## src/aar_params.svh

```systemverilog
// Register offsets, field codes, resource tables and timing constants of the audio adapter
`ifndef AAR_PARAMS_SVH
`define AAR_PARAMS_SVH

// ------------------------------------------------------------
// Register byte offsets
// ------------------------------------------------------------
`define AAR_ADDR_W 8
`define AAR_OFS_CTRL 8'h00
`define AAR_OFS_CFG 8'h04
`define AAR_OFS_SAMPLE 8'h08
`define AAR_OFS_STATUS 8'h0c
`define AAR_OFS_INT_STAT 8'h10
`define AAR_OFS_INT_EN 8'h14
`define AAR_OFS_INT_CLR 8'h18

// ------------------------------------------------------------
// Field widths and reset values
// ------------------------------------------------------------
`define AAR_CTRL_W 10
`define AAR_CFG_W 10
`define AAR_CTRL_RST 10'h000
`define AAR_CFG_RST 10'h1ff
`define AAR_SEL_NONE 3'h7
`define AAR_CH_CASCADE 3'h4
`define AAR_EV_W 2
`define AAR_EV_REQ 0
`define AAR_EV_UNDER 1

// ------------------------------------------------------------
// Base address tables, first and second personality
// ------------------------------------------------------------
`define AAR_BASE_A0 16'h0220
`define AAR_BASE_A1 16'h0240
`define AAR_BASE_A2 16'h0260
`define AAR_BASE_A3 16'h0280
`define AAR_BASE_A4 16'h02a0
`define AAR_BASE_A5 16'h02c0
`define AAR_BASE_A6 16'h02e0
`define AAR_BASE_B0 16'h0388
`define AAR_BASE_B1 16'h0530
`define AAR_BASE_B2 16'h0604
`define AAR_BASE_B3 16'h0e80
`define AAR_BASE_B4 16'h0f40
`define AAR_BASE_B5 16'h0320
`define AAR_BASE_B6 16'h0340

// ------------------------------------------------------------
// Interrupt line tables, first and second personality
// ------------------------------------------------------------
`define AAR_IRQ_A {4'hc, 4'hb, 4'ha, 4'h9, 4'h7, 4'h5, 4'h3}
`define AAR_IRQ_B {4'hf, 4'h5, 4'h3, 4'hb, 4'ha, 4'h9, 4'h7}

// ------------------------------------------------------------
// Timing
// ------------------------------------------------------------
`define AAR_CLK_HZ 100000000
`define AAR_RATE_LO_HZ 22050
`define AAR_RATE_HI_HZ 44100
`define AAR_CYC_LO (`AAR_CLK_HZ / `AAR_RATE_LO_HZ)
`define AAR_CYC_HI (`AAR_CLK_HZ / `AAR_RATE_HI_HZ)
`define AAR_CNT_W 13
`define AAR_DEC_SPAN 16

`endif

```

## src/aar_pkg.sv

```systemverilog
// Types shared by the audio adapter resource logic
`include "aar_params.svh"

package aar_pkg;

	typedef enum logic {PERS_A, PERS_B} aar_pers_t;

	typedef enum logic [1:0] {FMT_MONO8, FMT_MONO16, FMT_STEREO16} aar_fmt_t;

	typedef struct packed {
		logic [3:0] vol;
		logic tone_en;
		logic rate_hi;
		aar_fmt_t fmt;
		aar_pers_t pers;
		logic enable;
	} aar_ctrl_t;

	typedef struct packed {
		logic dma_en;
		logic [2:0] dma_ch;
		logic [2:0] irq_sel;
		logic [2:0] base_sel;
	} aar_cfg_t;

	typedef struct packed {
		aar_ctrl_t ctrl;
		aar_cfg_t cfg;
		logic [`AAR_EV_W-1:0] stat;
		logic [`AAR_EV_W-1:0] ien;
		logic [31:0] prdata;
		logic slverr;
		logic [15:0] hold_l;
		logic [15:0] hold_r;
		logic full;
		logic phase;
		logic [`AAR_CNT_W-1:0] cnt;
		logic [15:0] pcm_l;
		logic [15:0] pcm_r;
		logic pvalid;
		logic tone;
	} aar_state_t;

endpackage : aar_pkg

```

## src/aar_resource_decode.sv

```systemverilog
// Audio adapter: APB configuration, ISA resource decode and routing, playback timing
//
// Functional notes
// - Plays mono audio, 8-bit samples, at 22 kHz or faster; no recording.
// - First personality offers base addresses 220h and 240h.
// - Second personality offers 388h, 530h, 604h, 0E80h and 0F40h.
// - First personality routes interrupt to IRQ3, 5, 7, 9 or 10.
// - Second personality routes interrupt to IRQ7, 9, 10 or 11.
// - DMA request and acknowledge selectable among three or more 8/16-bit channels.
// - Second personality may use any 8-bit DMA channel 0 through 3.
// - Disable state claims no address, drives no interrupt or DMA request.
// - Address, interrupt and DMA selections are reprogrammable by software.
// - Seven or more base addresses, first personality including its two standard ones.
// - Base decode has its own off setting claiming no address.
// - Interrupt routable to seven or more lines, plus a no-line setting.
// - Supports 16-bit stereo at 44 kHz with software volume.
//
// Design decisions made here: the placing of the registers and the APB interface to the registers.
`timescale 1ns/100ps
`default_nettype none
`include "aar_params.svh"

module aar_resource_decode
	import aar_pkg::*;
#(
	parameter int CYC_LO = `AAR_CYC_LO,
	parameter int CYC_HI = `AAR_CYC_HI,
	parameter int DEC_SPAN = `AAR_DEC_SPAN
) (
	input wire logic pclk, // Bus clock
	input wire logic presetn, // Async reset, active low
	input wire logic psel, // APB select
	input wire logic penable, // APB access phase
	input wire logic pwrite, // APB direction
	input wire logic [`AAR_ADDR_W-1:0] paddr, // APB byte address
	input wire logic [31:0] pwdata, // APB write data
	output logic [31:0] prdata, // APB read data
	output logic pready, // APB ready
	output logic pslverr, // APB error on unmapped address
	output logic irq, // Level interrupt
	input wire logic [15:0] isa_addr, // ISA I/O address
	input wire logic isa_iow, // ISA I/O write strobe
	input wire logic [15:0] isa_wdata, // ISA write data
	output logic isa_claim, // Address falls in our window
	output logic [15:0] isa_irq, // Routed interrupt lines
	output logic [7:0] isa_drq, // DMA requests
	input wire logic [7:0] isa_dack, // DMA acknowledges
	output logic [15:0] pcm_left, // Left sample
	output logic [15:0] pcm_right, // Right sample
	output logic pcm_valid, // New sample pulse
	input wire logic tone_in, // Legacy timer tone
	output logic tone_out // Tone toward speaker
);

	// ------------------------------------------------------------
	// Elaboration checks
	// ------------------------------------------------------------
	// The sample counter is 13 bits wide
	if (CYC_LO < 1 || CYC_HI < 1 || CYC_LO > 8191 || CYC_HI > 8191 || DEC_SPAN < 1
		|| DEC_SPAN > 256) begin : g_bad_param
		$error("aar_resource_decode: parameter out of range");
	end

	// ------------------------------------------------------------
	// Resource tables
	// ------------------------------------------------------------
	// Base address for a selection; code 7 means decode off
	function automatic logic [15:0] base_of(input aar_pers_t pers, input logic [2:0] sel);
		logic [15:0] b;
		b = 16'h0000;
		if (pers == PERS_A) begin
			case (sel)
				3'h0: b = `AAR_BASE_A0;
				3'h1: b = `AAR_BASE_A1;
				3'h2: b = `AAR_BASE_A2;
				3'h3: b = `AAR_BASE_A3;
				3'h4: b = `AAR_BASE_A4;
				3'h5: b = `AAR_BASE_A5;
				3'h6: b = `AAR_BASE_A6;
				default: b = 16'h0000;
			endcase
		end else begin
			case (sel)
				3'h0: b = `AAR_BASE_B0;
				3'h1: b = `AAR_BASE_B1;
				3'h2: b = `AAR_BASE_B2;
				3'h3: b = `AAR_BASE_B3;
				3'h4: b = `AAR_BASE_B4;
				3'h5: b = `AAR_BASE_B5;
				3'h6: b = `AAR_BASE_B6;
				default: b = 16'h0000;
			endcase
		end
		return b;
	endfunction : base_of

	// Line number for an interrupt selection
	function automatic logic [3:0] line_of(input aar_pers_t pers, input logic [2:0] sel);
		logic [27:0] tab;
		tab = (pers == PERS_A) ? `AAR_IRQ_A : `AAR_IRQ_B;
		return tab[sel*4 +: 4];
	endfunction : line_of

	// ------------------------------------------------------------
	// State and decode terms
	// ------------------------------------------------------------
	aar_state_t s_q;
	aar_state_t s_d;
	logic [15:0] base;
	logic [16:0] win_end;
	logic apb_wr;
	logic apb_smp;
	logic dma_ok;
	logic dma_hit;
	logic isa_load;
	logic [15:0] isa_pcm;
	logic tick;
	logic [`AAR_CNT_W-1:0] reload;
	logic [`AAR_EV_W-1:0] ev;
	logic [`AAR_EV_W-1:0] clr;

	// Window of the selected base; zero wait states on APB
	assign base = base_of(s_q.ctrl.pers, s_q.cfg.base_sel);
	assign win_end = {1'b0, base} + 17'(DEC_SPAN);
	assign pready = 1'b1;
	assign apb_wr = psel && penable && pwrite;
	assign apb_smp = apb_wr && paddr == `AAR_OFS_SAMPLE;

	// Off state and decode-off code both silence the decoder
	assign isa_claim = s_q.ctrl.enable && s_q.cfg.base_sel != `AAR_SEL_NONE
		&& isa_addr >= base && {1'b0, isa_addr} < win_end;

	// Channel 4 is the cascade and never requested
	assign dma_ok = s_q.ctrl.enable && s_q.cfg.dma_en && s_q.cfg.dma_ch != `AAR_CH_CASCADE;
	assign dma_hit = dma_ok && isa_dack[s_q.cfg.dma_ch] && isa_iow;
	assign isa_load = (dma_hit || (isa_claim && isa_iow && isa_addr == base)) && !apb_smp;

	// Narrow samples are unsigned; widen to signed 16-bit
	assign isa_pcm = (s_q.ctrl.fmt == FMT_MONO8) ? {isa_wdata[7:0] ^ 8'h80, 8'h00} : isa_wdata;

	// Sample period from the selected rate
	assign reload = s_q.ctrl.rate_hi ? `AAR_CNT_W'(CYC_HI - 1) : `AAR_CNT_W'(CYC_LO - 1);
	assign tick = s_q.ctrl.enable && s_q.cnt == '0;
	assign clr = (apb_wr && paddr == `AAR_OFS_INT_CLR) ? pwdata[`AAR_EV_W-1:0] : '0;

	// ------------------------------------------------------------
	// Routed requests
	// ------------------------------------------------------------
	// One line and one channel at most; nothing while off
	always_comb begin
		isa_irq = '0;
		isa_drq = '0;
		if (irq && s_q.ctrl.enable && s_q.cfg.irq_sel != `AAR_SEL_NONE) begin
			isa_irq[line_of(s_q.ctrl.pers, s_q.cfg.irq_sel)] = 1'b1;
		end
		if (dma_ok && !s_q.full) begin
			isa_drq[s_q.cfg.dma_ch] = 1'b1;
		end
	end

	// ------------------------------------------------------------
	// Next state
	// ------------------------------------------------------------
	always_comb begin
		s_d = s_q;
		ev = '0;
		s_d.pvalid = 1'b0;
		s_d.tone = tone_in && s_q.ctrl.tone_en && s_q.ctrl.enable;
		// Read data is latched in the setup cycle so it comes from a flop
		if (psel && !penable) begin
			s_d.prdata = '0;
			s_d.slverr = 1'b0;
			case (paddr)
				`AAR_OFS_CTRL: s_d.prdata[`AAR_CTRL_W-1:0] = s_q.ctrl;
				`AAR_OFS_CFG: s_d.prdata[`AAR_CFG_W-1:0] = s_q.cfg;
				`AAR_OFS_SAMPLE: s_d.prdata = {s_q.hold_r, s_q.hold_l};
				`AAR_OFS_STATUS: s_d.prdata[3:0] = {isa_claim, |isa_drq, s_q.phase, s_q.full};
				`AAR_OFS_INT_STAT: s_d.prdata[`AAR_EV_W-1:0] = s_q.stat;
				`AAR_OFS_INT_EN: s_d.prdata[`AAR_EV_W-1:0] = s_q.ien;
				`AAR_OFS_INT_CLR: s_d.prdata = '0;
				default: s_d.slverr = 1'b1;
			endcase
		end
		// Selections move only at the completing edge of their write
		if (apb_wr) begin
			case (paddr)
				`AAR_OFS_CTRL: s_d.ctrl = aar_ctrl_t'(pwdata[`AAR_CTRL_W-1:0]);
				`AAR_OFS_CFG: s_d.cfg = aar_cfg_t'(pwdata[`AAR_CFG_W-1:0]);
				`AAR_OFS_INT_EN: s_d.ien = pwdata[`AAR_EV_W-1:0];
				default: s_d.ien = s_q.ien;
			endcase
		end
		// Sample clock: consume the holding pair or flag an underrun
		if (s_q.ctrl.enable) begin
			s_d.cnt = tick ? reload : s_q.cnt - `AAR_CNT_W'(1);
		end
		if (tick) begin
			if (s_q.full) begin
				s_d.pcm_l = 16'($signed(s_q.hold_l) >>> s_q.ctrl.vol);
				s_d.pcm_r = 16'($signed(s_q.hold_r) >>> s_q.ctrl.vol);
				s_d.pvalid = 1'b1;
				s_d.full = 1'b0;
				ev[`AAR_EV_REQ] = 1'b1;
			end else begin
				ev[`AAR_EV_UNDER] = 1'b1;
			end
		end
		// A full holding pair refuses further writes
		if (apb_smp && !s_q.full) begin
			s_d.hold_l = pwdata[15:0];
			s_d.hold_r = (s_q.ctrl.fmt == FMT_STEREO16) ? pwdata[31:16] : pwdata[15:0];
			s_d.full = 1'b1;
			s_d.phase = 1'b0;
		end else if (isa_load && !s_q.full) begin
			if (s_q.ctrl.fmt == FMT_STEREO16 && !s_q.phase) begin
				s_d.hold_l = isa_pcm;
				s_d.phase = 1'b1;
			end else if (s_q.ctrl.fmt == FMT_STEREO16) begin
				s_d.hold_r = isa_pcm;
				s_d.phase = 1'b0;
				s_d.full = 1'b1;
			end else begin
				s_d.hold_l = isa_pcm;
				s_d.hold_r = isa_pcm;
				s_d.full = 1'b1;
			end
		end
		// Set wins over a clear in the same cycle
		s_d.stat = (s_q.stat & ~clr) | ev;
	end

	// ------------------------------------------------------------
	// State register
	// ------------------------------------------------------------
	always_ff @(posedge pclk or negedge presetn) begin
		if (!presetn) begin
			s_q <= '0;
			s_q.ctrl <= aar_ctrl_t'(`AAR_CTRL_RST);
			s_q.cfg <= aar_cfg_t'(`AAR_CFG_RST);
		end else begin
			s_q <= s_d;
		end
	end

	// Outputs straight from flops, except irq, which gates stat with ien
	assign prdata = s_q.prdata;
	assign pslverr = s_q.slverr;
	assign irq = |(s_q.stat & s_q.ien);
	assign pcm_left = s_q.pcm_l;
	assign pcm_right = s_q.pcm_r;
	assign pcm_valid = s_q.pvalid;
	assign tone_out = s_q.tone;
endmodule : aar_resource_decode

`default_nettype wire

```

## config.mk

```make
export PLATFORM = sky130hd
export DESIGN_NAME = aar_resource_decode
export DESIGN_NICKNAME = d
export VERILOG_FILES = /design/src/aar_pkg.sv /design/src/aar_resource_decode.sv
export VERILOG_INCLUDE_DIRS = /design/src /design/src/src
export SDC_FILE = /design/constraint.sdc
export NUM_CORES = 1
export LEC_CHECK = 0
export ABC_AREA = 0
export BUFFER_PORTS_ARGS = -buffer_cell sky130_fd_sc_hd__buf_2
export CORE_MARGIN = 1
export CORE_UTILIZATION = 49
export DETAILED_ROUTE_END_ITERATION = 10
export GPL_TIMING_DRIVEN = 0
export PLACE_DENSITY = 0.72
export SLEW_MARGIN = 20
export SYNTH_ARGS = -nofsm -noshare
export SYNTH_HDL_FRONTEND = slang
export SYNTH_SLANG_ARGS = --single-unit
```

## constraint.sdc

```tcl
create_clock -name pclk -period 7.04 [get_ports pclk]
set_clock_uncertainty 0.2 [all_clocks]
set_input_delay 1.408 -clock pclk [delete_from_list [all_inputs] [get_ports pclk]]
set_output_delay 1.408 -clock pclk [all_outputs]
set_load 0.05 [all_outputs]
```

==> run_results.csv, run 1 <==
group,metric,value,unit
global_routing,antenna_found_initial,0,
critical_path,path_class,"reg2out",
critical_path,cp.arrival,3.77,ns
detailed_routing,top_layer,"met4",
timing,rsz0062_at_grt,"false",
placement,dp_hpwl,19600,um
timing,whs,0.275,ns
logic_synthesis,netlist_area,9120,um2
placement,dpl_worst_slack,1.98,ns
logic_synthesis,syn_avg_cell_area,9.06,um2
cts,cts_sinks,138,
cts,cts_buffers,17,
floorplan,row_count,49,
cts,cts_tree,"yes",
floorplan,dieArea,19200,um2
hold_path,hp-class,"reg2reg",
global_routing,grt_max_degree,77,
floorplan,ios,181,
global_routing,grt_pass1_wl,40800,um
detailed_routing,wl_met3,2050,um
timing,fmax,186,MHz
global_routing,grt_usage,27.2,%
logic_synthesis,synth_cell_types,63,
critical_path,slowest_delay,0.66,ns
layout,utilization,60.1,%
detailed_routing,via_per_inst,5.66,
critical_path,critPathBufInv,3,
power,power.total,0.00191,W
detailed_routing,vias,8181,
logic_synthesis,synth_flop_cell,"dfrtp_1",
layout,nNetsFinal,1315,
timing,setup_slack,1.66,ns
detailed_routing,totalWireLength,25400,um
placement,numPortBuffers,174,
detailed_routing,wl_met2,11600,um
timing,finalSetupViolCount,0,
cts,root_buffer,"clkbuf_16",
power,p_per_area,176,nW/um2
floorplan,dieHeight,138,um
timing,worst_slew_pin_slew,0.748,ns
critical_path,worstPathCellList,"clkinv_1 > nor3_1 > nand2_1 > inv_1 > ha_1 > nand2_1 > o21a_1 > ha_1 > nand3_1 > nor2_1 > o21ai_0 > nor4bb_1 > buf_2",
cts,hold_buffers,0,
floorplan,placeableCoreArea,18100,um2
cts,htree_levels,4,
detailed_routing,drtPass1Iterations,9,
cts,clk_latency,0.43,ns
timing,fin_crit,5.38,ns
timing,setup_tns,0,ns
run,cap_violations,0,
status,violations,"DRC",
critical_path,crit_family,"simple AND/OR/NAND/NOR gates",
timing,maxSlewHeadroom,50.0,%
critical_path,cp_max_fo,9,
cts,postCtsResizedCells,0,
timing,period_share,76.4,%
floorplan,die_w,138,um
logic_synthesis,synth-warning-count,0,
layout,area_delta_synth_final,19.2,%
logic_synthesis,synth_edf_count,0,
critical_path,crit_required,5.43,ns
cts,path_clk_slew,0.05,ns
critical_path,slowest_stage,"nor4bb_1",
cts,post_cts_buffers,0,
logic_synthesis,ys_seq_elements,138,
floorplan,start_util,50.4,%
critical_path,cp-end-kind,"output port",
status,status,"finished with violations",
detailed_routing,post_drt_wl_per_cell,17.6,um
critical_path,start_kind,"flip-flop",
detailed_routing,first_iter_violations,750,
layout,antenna_cells,0,
power,ir_drop,0.174,mV
timing,maxSlewViolCount,0,
layout,n_fill_cell,1612,
detailed_routing,ant_nets,0,
timing,hold_viol,0,
logic_synthesis,yosysSeqAreaShare,38.0,%
power,p_leak,5.46,nW
logic_synthesis,synthArstFlopShare,100,%
layout,layout-drive-gt1-share,30.3,%
logic_synthesis,syn_inst,1006,
cts,clockBufferDepth,2,
global_routing,grt_pass1_vias,7635,
placement,globalplace.congestion,0.902,
global_routing,overflow,0,
detailed_routing,drc,22,
detailed_routing,drt-met1-wl,11100,um
## cells in the mapped netlist, types with 14 or more instances
cell        n  area (um2)
mux2i_1    38         380
and3_1     14        87.6
nor2_1     67         251
a21oi_1    47         235
mux2_2     37         417
clkbuf_1   53         199
mux4_2     16         360
buf_4      68         510
inv_1      21        78.8
dfrtp_1   129        3230
o21ai_0    98         490
nand2_1   155         582
a22o_1     32         280
ha_1       25         313
## cells in the final DEF (no fill, tap or decap), types with 16 or more instances in the layout
cell | synthesis | layout
buf_2 | 5 | 178
nand2_1 | 155 | 155
dfrtp_1 | 129 | 129
o21ai_0 | 98 | 98
buf_4 | 68 | 68
nor2_1 | 67 | 67
clkbuf_1 | 53 | 58
a21oi_1 | 47 | 47
mux2i_1 | 38 | 38
mux2_2 | 37 | 37
a22o_1 | 32 | 32
ha_1 | 25 | 25
inv_1 | 21 | 21
clkbuf_16 | 0 | 17
mux4_2 | 16 | 16
## layer usage
layer  track usage [%]  vias up
met5                 0        -
li1                  -     3890
met2              41.5      378
met1              38.3     3859
met4              11.0        0
met3              5.13       54
## through the flow
stage                     cells  cell area (um2)
after global placement     1412            10300
after detailed placement   1413            10300
final                      1445            10900
after CTS                  1445            10900
after global routing       1445            10900
after floorplan            1009             9130
## kinds of logic after synthesis
family / after synthesis / share of synthesized area, %
XOR/XNOR: 7 / 0.672
other: 2 / 0.0824
buffers and inverters: 159 / 9.91
AND/OR/NAND/NOR: 323 / 16.5
adder cells (fa/ha/maj): 25 / 3.43
AO/OA/AOI/OAI: 251 / 17.0
multiplexers: 101 / 14.3
flip-flops: 138 / 38.0
## layout make-up
type | count | area [um2] | area share (%)
clock inverter | 8 | 70.1 | 0.645
inverter | 24 | 90.1 | 0.829
timing repair buffer | 175 | 908 | 8.36
multi-input combinational | 712 | 4760 | 43.8
sequential | 138 | 3460 | 31.9
clock buffer | 24 | 472 | 4.34
buffer | 135 | 813 | 7.49
tap | 229 | 287 | 2.64
## worst register-to-register path: cells and delay by family (launching register included)
family          cells  cell delay, ns
mux                 1            0.41
buf+inv             2            0.39
simple gates        5            1.20
fa+ha+maj           2            0.47
flops               1            0.42
compound gates      4            1.00
## report_power, final
| part | switching [W] | internal (W) | total (W) |
|---|---|---|---|
| clock | 0.000325 | 0.000500 | 0.000825 |
| combinational | 0.000132 | 0.0000932 | 0.000226 |
| sequential | 0.0000354 | 0.000827 | 0.000862 |
| total | 0.000493 | 0.00142 | 0.00191 |
## path summary, 6_finish.rpt
kind / slack [ns] / startpoint / endpoint / depth (start not counted)
min: 0.27 / pslverr$_DFFE_PN0P_ / pslverr$_DFFE_PN0P_ / 2
max in group asynchronous: 5.16 / presetn / s_q[118]$_DFFE_PN1P_ / 2
max: 1.66 / s_q[129]$_DFFE_PN0P_ / isa_claim / 13
min in group asynchronous: 0.71 / presetn / pcm_right[4]$_DFFE_PN0P_ / 1
min reg2reg: 0.27 / pslverr$_DFFE_PN0P_ / pslverr$_DFFE_PN0P_ / 2
max reg2reg: 2.84 / s_q[129]$_DFFE_PN0P_ / s_q[63]$_DFFE_PN0P_ / 14
## registers in the layout, summed over array words and instances (netlist names)
signal     cells
pcm_right     16
prdata        32
pcm_valid      1
pcm_left      16
tone_out       1
s_q           71
pslverr        1
No activity file was read; power rests on OpenSTA's default activity.
==> run 2: changes to the inputs <==
--- a/config.mk
+++ b/config.mk
@@ -12,7 +12,7 @@
 export CORE_UTILIZATION = 49
 export DETAILED_ROUTE_END_ITERATION = 10
 export GPL_TIMING_DRIVEN = 0
-export PLACE_DENSITY = 0.72
+export PLACE_DENSITY = 0.75
 export SLEW_MARGIN = 20
 export SYNTH_ARGS = -nofsm -noshare
 export SYNTH_HDL_FRONTEND = slang
==> constraint.sdc (replaced) <==
create_clock -name pclk -period 4.6 [get_ports pclk]
set_clock_uncertainty 0.2 [all_clocks]
set_input_delay 0.92 -clock pclk [delete_from_list [all_inputs] [get_ports pclk]]
set_output_delay 0.92 -clock pclk [all_outputs]
set_load 0.05 [all_outputs]
==> run 2 against run 1 <==
  * The flow still finishes with violations (DRC)
  * Utilization up 1.0 points
  * Register-to-register slack worse by 2.2 ns
  * Hold slack got worse by 0.10 ns
  * Setup slack worse by 1.4 ns
  * Critical endpoint unchanged
==> run_results.csv, run 2 (synthesis gave the netlist of run 1 again) <==
group,metric,value,unit
layout,final_common_cell,"buf_2",
timing,period_share,93.9,%
floorplan,dieHeight,138,um
layout,antenna_cells,0,
floorplan,placeableCoreArea,18100,um2
detailed_routing,via_per_inst,5.64,
layout,n_fill_cell,1561,
detailed_routing,post_drt_wl_per_cell,18.1,um
cts,cts_tree,"yes",
detailed_routing,ant_nets,0,
placement,numPortBuffers,174,
layout,layout-drive-gt1-share,31.2,%
floorplan,die_w,138,um
critical_path,path_class,"reg2out",
hold_path,hp-class,"in2async",
detailed_routing,drc,16,
global_routing,grt_usage,28.0,%
status,violations,"DRC",
cts,htree_levels,4,
detailed_routing,top_layer,"met4",
cts,root_buffer,"clkbuf_16",
timing,finalSetupViolCount,0,
timing,maxSlewHeadroom,52.5,%
status,status,"finished with violations",
timing,fmax,232,MHz
critical_path,regToRegSetupSlack,0.60,ns
detailed_routing,drtPass1Iterations,8,
run,cap_violations,0,
power,p_leak,5.54,nW
cts,path_clk_slew,0.06,ns
critical_path,start_kind,"flip-flop",
placement,dp_hpwl,20000,um
floorplan,dieArea,19200,um2
layout,final_cell_mix,"177 x buf_2, 155 x nand2_1, 129 x dfrtp_1",
critical_path,crit_path_start,"s_q[129]$_DFFE_PN0P_",
timing,setup_tns,0,ns
detailed_routing,first_iter_violations,608,
critical_path,crit_required,3.48,ns
floorplan,row_count,49,
global_routing,antenna_found_initial,0,
detailed_routing,wl_met2,11800,um
cts,clockBufferDepth,2,
detailed_routing,wl_met3,1940,um
critical_path,cp_max_fo,9,
cts,cts_sinks,138,
power,ir_drop,0.275,mV
power,p_per_area,296,nW/um2
timing,maxSlewViolCount,0,
layout,largest_register_ffs,71,
layout,top_register,"s_q",
global_routing,grt_pass1_wl,41600,um
timing,worst_slew_pin_slew,0.712,ns
layout,final-seq-area,3460,um2
placement,globalplace.congestion,0.938,
timing,hold_viol,0,
timing,whs,0.174,ns
global_routing,grt_max_degree,93,
critical_path,worstReg2RegStart,"s_q[129]$_DFFE_PN0P_",
layout,area_delta_synth_final,21.2,%
timing,rsz0062_at_grt,"false",
placement,dp_cells,1413,
layout,nNetsFinal,1315,
cts,clk_latency,0.44,ns
floorplan,ios,181,
layout,final_cells,1445,
layout,utilization,61.1,%
layout,multi_input_area,4780,um2
critical_path,cp-end-kind,"output port",
detailed_routing,totalWireLength,26100,um
floorplan,start_util,50.4,%
timing,fin_crit,4.32,ns
detailed_routing,drt-met1-wl,12000,um
detailed_routing,vias,8153,
critical_path,cp.arrival,3.20,ns
global_routing,overflow,0,
global_routing,grt_pass1_vias,7643,
cts,cts_buffers,17,
## run 2: stage by stage
step | worst slack [ns] | cell area [um2] | total power [W]
floorplan | 0.494 | 9140 | 0.00154
global placement | 0.308 | 10300 | 0.00167
detailed placement | 0.304 | 10300 | 0.00168
CTS | 0.0270 | 11000 | 0.00328
global route | 0.0448 | 11100 | 0.00339
finish | 0.282 | 11100 | 0.00328
## run 2: repair_timing
item,CTS,global route
hold buffers,0,0
resized for setup,2,7
setup endpoints to repair,1,1
setup buffers,0,1
pin swaps,0,1
## run 2: final cells by class
| type | instances | share of cell area [%] |
|---|---|---|
| repair buffers | 176 | 8.31 |
| clock inverters | 15 | 2.46 |
| flip-flops and latches | 138 | 31.3 |
| clock buffers | 17 | 3.85 |
| inverters | 24 | 0.849 |
| plain buffers | 134 | 7.35 |
| multi-input cells | 712 | 43.3 |
| well taps | 229 | 2.59 |
## run 2: worst max-delay path: stages, from the launching register on
cell	delay, ns
dfrtp_1	0.44
clkinvlp_4	0.23
nor3_2	0.30
nand2_1	0.12
inv_1	0.09
ha_1	0.19
nand2_1	0.07
o21a_1	0.18
ha_1	0.29
a21oi_1	0.15
nor2_1	0.10
nor4bb_4	0.30
clkbuf_4	0.29
## run 2: worst paths after layout
path,endpoint,cells after the start
worst max-delay path,isa_claim,12
worst min-delay path,s_q[49]$_DFFE_PN0P_,1
max in group asynchronous,pcm_left[3]$_DFFE_PN0P_,2
worst min register to register,pcm_left[0]$_DFFE_PN0P_,2
min in group pclk,pcm_left[0]$_DFFE_PN0P_,2
worst max register to register,s_q[63]$_DFFE_PN0P_,14
## run 2: per-layer routing
layer	up-vias	track usage [%]
li1	3896	-
met1	3866	40.5
met2	368	43.1
met3	23	4.71
met4	0	7.98
met5	-	0
## run 2: where the power goes
group | leakage, nW | internal, W | switching (W) | total (W)
combinational | 3.35 | 0.000143 | 0.000205 | 0.000348
sequential | 1.86 | 0.00126 | 0.0000564 | 0.00132
clock | 0.326 | 0.00107 | 0.000536 | 0.00161
==> run 3: changes to the inputs <==
==> constraint.sdc (replaced) <==
create_clock -name pclk -period 4.6 [get_ports pclk]
set_clock_uncertainty 0.2 [all_clocks]
set_input_delay 0.46 -clock pclk [delete_from_list [all_inputs] [get_ports pclk]]
set_output_delay 0.46 -clock pclk [all_outputs]
set_load 0.05 [all_outputs]
==> run 3 against run 2 <==
  * Sequential share of layout area up 0.35 points
  * Register-to-register slack got worse by 0.15 ns
  * Highest routed layer unchanged
  * Critical path type unchanged
  * Largest power group unchanged
  * Final area is 1.1% lower
  * Via count rose by 1.8%
  * Largest cell class unchanged
  * Power shrank 6.8%
  * The flow still finishes with violations (DRC)
  * Fmax decreased by 0.73%
  * Critical path depth increased by 1
  * First-iteration DRC count up 30%
==> run_results.csv, run 3 (synthesis gave the netlist of run 1 again) <==
group,metric,value,unit
layout,final-seq-area,3460,um2
status,violations,"DRC",
power,p_comb_share,11.5,%
detailed_routing,drc,14,
timing,finalSetupViolCount,0,
power,intPower,0.00229,W
detailed_routing,ant_nets,0,
critical_path,crit_path_start,"s_q[129]$_DFFE_PN0P_",
placement,globalplace.congestion,0.926,
run,cap_violations,0,
critical_path,cp.arrival,3.69,ns
global_routing,grt_pass1_vias,7705,
floorplan,die_w,138,um
detailed_routing,totalWireLength,26200,um
critical_path,r2r.worst_path.cells,15,
hold_path,hp-class,"in2reg",
critical_path,crit_required,3.94,ns
timing,rsz0062_at_grt,"false",
layout,nNetsFinal,1316,
floorplan,start_util,50.4,%
floorplan,dieArea,19200,um2
placement,post_dp_cell_area,10300,um2
timing,worst_slew_pin_slew,0.766,ns
cts,cts_buffers,17,
critical_path,r2r_end,"s_q[63]$_DFFE_PN0P_",
global_routing,grt_usage,28.0,%
power,ir_drop,0.275,mV
power,clockPowerShare,45.2,%
timing,fmax,230,MHz
floorplan,ios,181,
layout,final_cell_mix,"178 x buf_2, 155 x nand2_1, 129 x dfrtp_1",
global_routing,grt_pass1_wl,41700,um
detailed_routing,via_per_inst,5.74,
timing,hold_viol,0,
cts,cts_sinks,138,
power,switching_share,25.2,%
floorplan,placeableCoreArea,18100,um2
layout,top_register,"s_q",
power,p_per_area,279,nW/um2
layout,final_common_cell,"buf_2",
detailed_routing,post_drt_wl_per_cell,18.1,um
global_routing,antenna_found_initial,1,
critical_path,cp_max_fo,9,
status,status,"finished with violations",
floorplan,dieHeight,138,um
placement,dpl_worst_slack,0.532,ns
layout,multi_input_area,4770,um2
timing,maxSlewViolCount,0,
cts,clk_latency,0.43,ns
detailed_routing,drtPass1Iterations,8,
hold_path,min-delay-start,"tone_in",
timing,fin_crit,4.35,ns
cts,clockBufferDepth,2,
critical_path,cp-end-kind,"output port",
critical_path,start_kind,"flip-flop",
critical_path,worstReg2RegStart,"s_q[129]$_DFFE_PN0P_",
hold_path,worstHoldPathCells,2,
layout,area_delta_synth_final,19.9,%
layout,layout-drive-gt1-share,30.3,%
layout,stdcell_area,10900,um2
hold_path,worst_hold_path.endpoint,"tone_out$_DFF_PN0_",
cts,root_buffer,"clkbuf_16",
floorplan,row_count,49,
timing,maxSlewHeadroom,48.8,%
layout,n_fill_cell,1551,
detailed_routing,vias,8300,
timing,period_share,94.6,%
cts,path_clk_slew,0.06,ns
global_routing,grt_max_degree,93,
detailed_routing,first_iter_violations,788,
timing,setup_slack,0.250,ns
placement,numPortBuffers,174,
power,seq_power_share,43.3,%
power,p_leak,5.49,nW
cts,post_cts_buffers,0,
cts,cts_tree,"yes",
layout,largest_register_ffs,71,
power,power.switching,0.000768,W
critical_path,regToRegSetupSlack,0.45,ns
global_routing,overflow,0,
cts,htree_levels,4,
critical_path,path_class,"reg2out",
timing,setup_tns,0,ns
placement,dp_hpwl,19800,um
## run 3: changes by cell type in the layout (fill, tap and decap cells not counted), sizes merged
cell         previous run  this run
clkbuf                 70        77
clkinv                  5         7
dlygate4sd3             0         1
diode                   0         1
bufinv                  7         3
inv                    22        21
clkinvlp                5         1
## run 3: repair_timing
item,in CTS,in global routing
hold buffers,1,0
gates resized for setup,0,1
endpoints found under the hold margin,46,0
endpoints found under the setup margin,0,1
## run 3: stage by stage
stage	util [%]	hold WS (ns)	power, W	std cells
2_1_floorplan	-	-0.0356	0.00154	1009
3_3_place_gp	56.9	0.259	0.00167	1412
3_5_place_dp	57.1	0.183	0.00168	1413
4_1_cts	60.4	0.0690	0.00306	1446
5_1_grt	60.4	0.0819	0.00316	1447
6_report	60.4	0.0841	0.00305	1447
## run 3: per-layer routing
metal,part of all wire (%),track usage [%],wire (um),up-vias
li1,-,-,-,3894
met1,43,38.3,11200,3958
met2,46,44.1,12100,394
met3,8.2,5.16,2160,54
met4,2.6,10.8,683,0
met5,0,0,0,-
## run 3: worst max-delay path by stage
stage	to	slack (ns)	cells past startpoint
finish	isa_claim	0.25	13
detailed placement	s_q[60]$_DFFE_PN0P_	0.53	13
global placement	s_q[60]$_DFFE_PN0P_	0.57	14
CTS	isa_claim	0.16	12
floorplan	isa_claim	0.40	12
global route	isa_claim	0.04	12
## run 3: final cells by class
class,instances,area share (%)
inverters,24,0.824
diodes,1,0.0229
multi-input cells,712,43.6
well taps,229,2.62
flip-flops and latches,138,31.7
plain buffers,135,7.44
clock inverters,8,1.08
repair buffers,176,8.40
clock buffers,24,4.31
## run 3: power groups by stage
stage / registers [W] / clock network (W) / logic (W)
after floorplan: 0.00133 / 0 / 0.000213
after global placement: 0.00134 / 0 / 0.000332
after detailed placement: 0.00134 / 0 / 0.000346
after CTS: 0.00132 / 0.00139 / 0.000350
after global routing: 0.00133 / 0.00145 / 0.000392
final: 0.00132 / 0.00138 / 0.000352
## run 3: critical path, cell delays in order (launching register included)
cell and delay, ns:
dfrtp_1 0.44, clkinv_1 0.29, nor3_1 0.38, nand2_1 0.12, inv_1 0.10, ha_1 0.18, nand2_1 0.07, o21a_1 0.18
ha_1 0.29, nand3_1 0.09, nor2_1 0.04, o21ai_0 0.11, nor4bb_2 0.59, buf_2 0.37
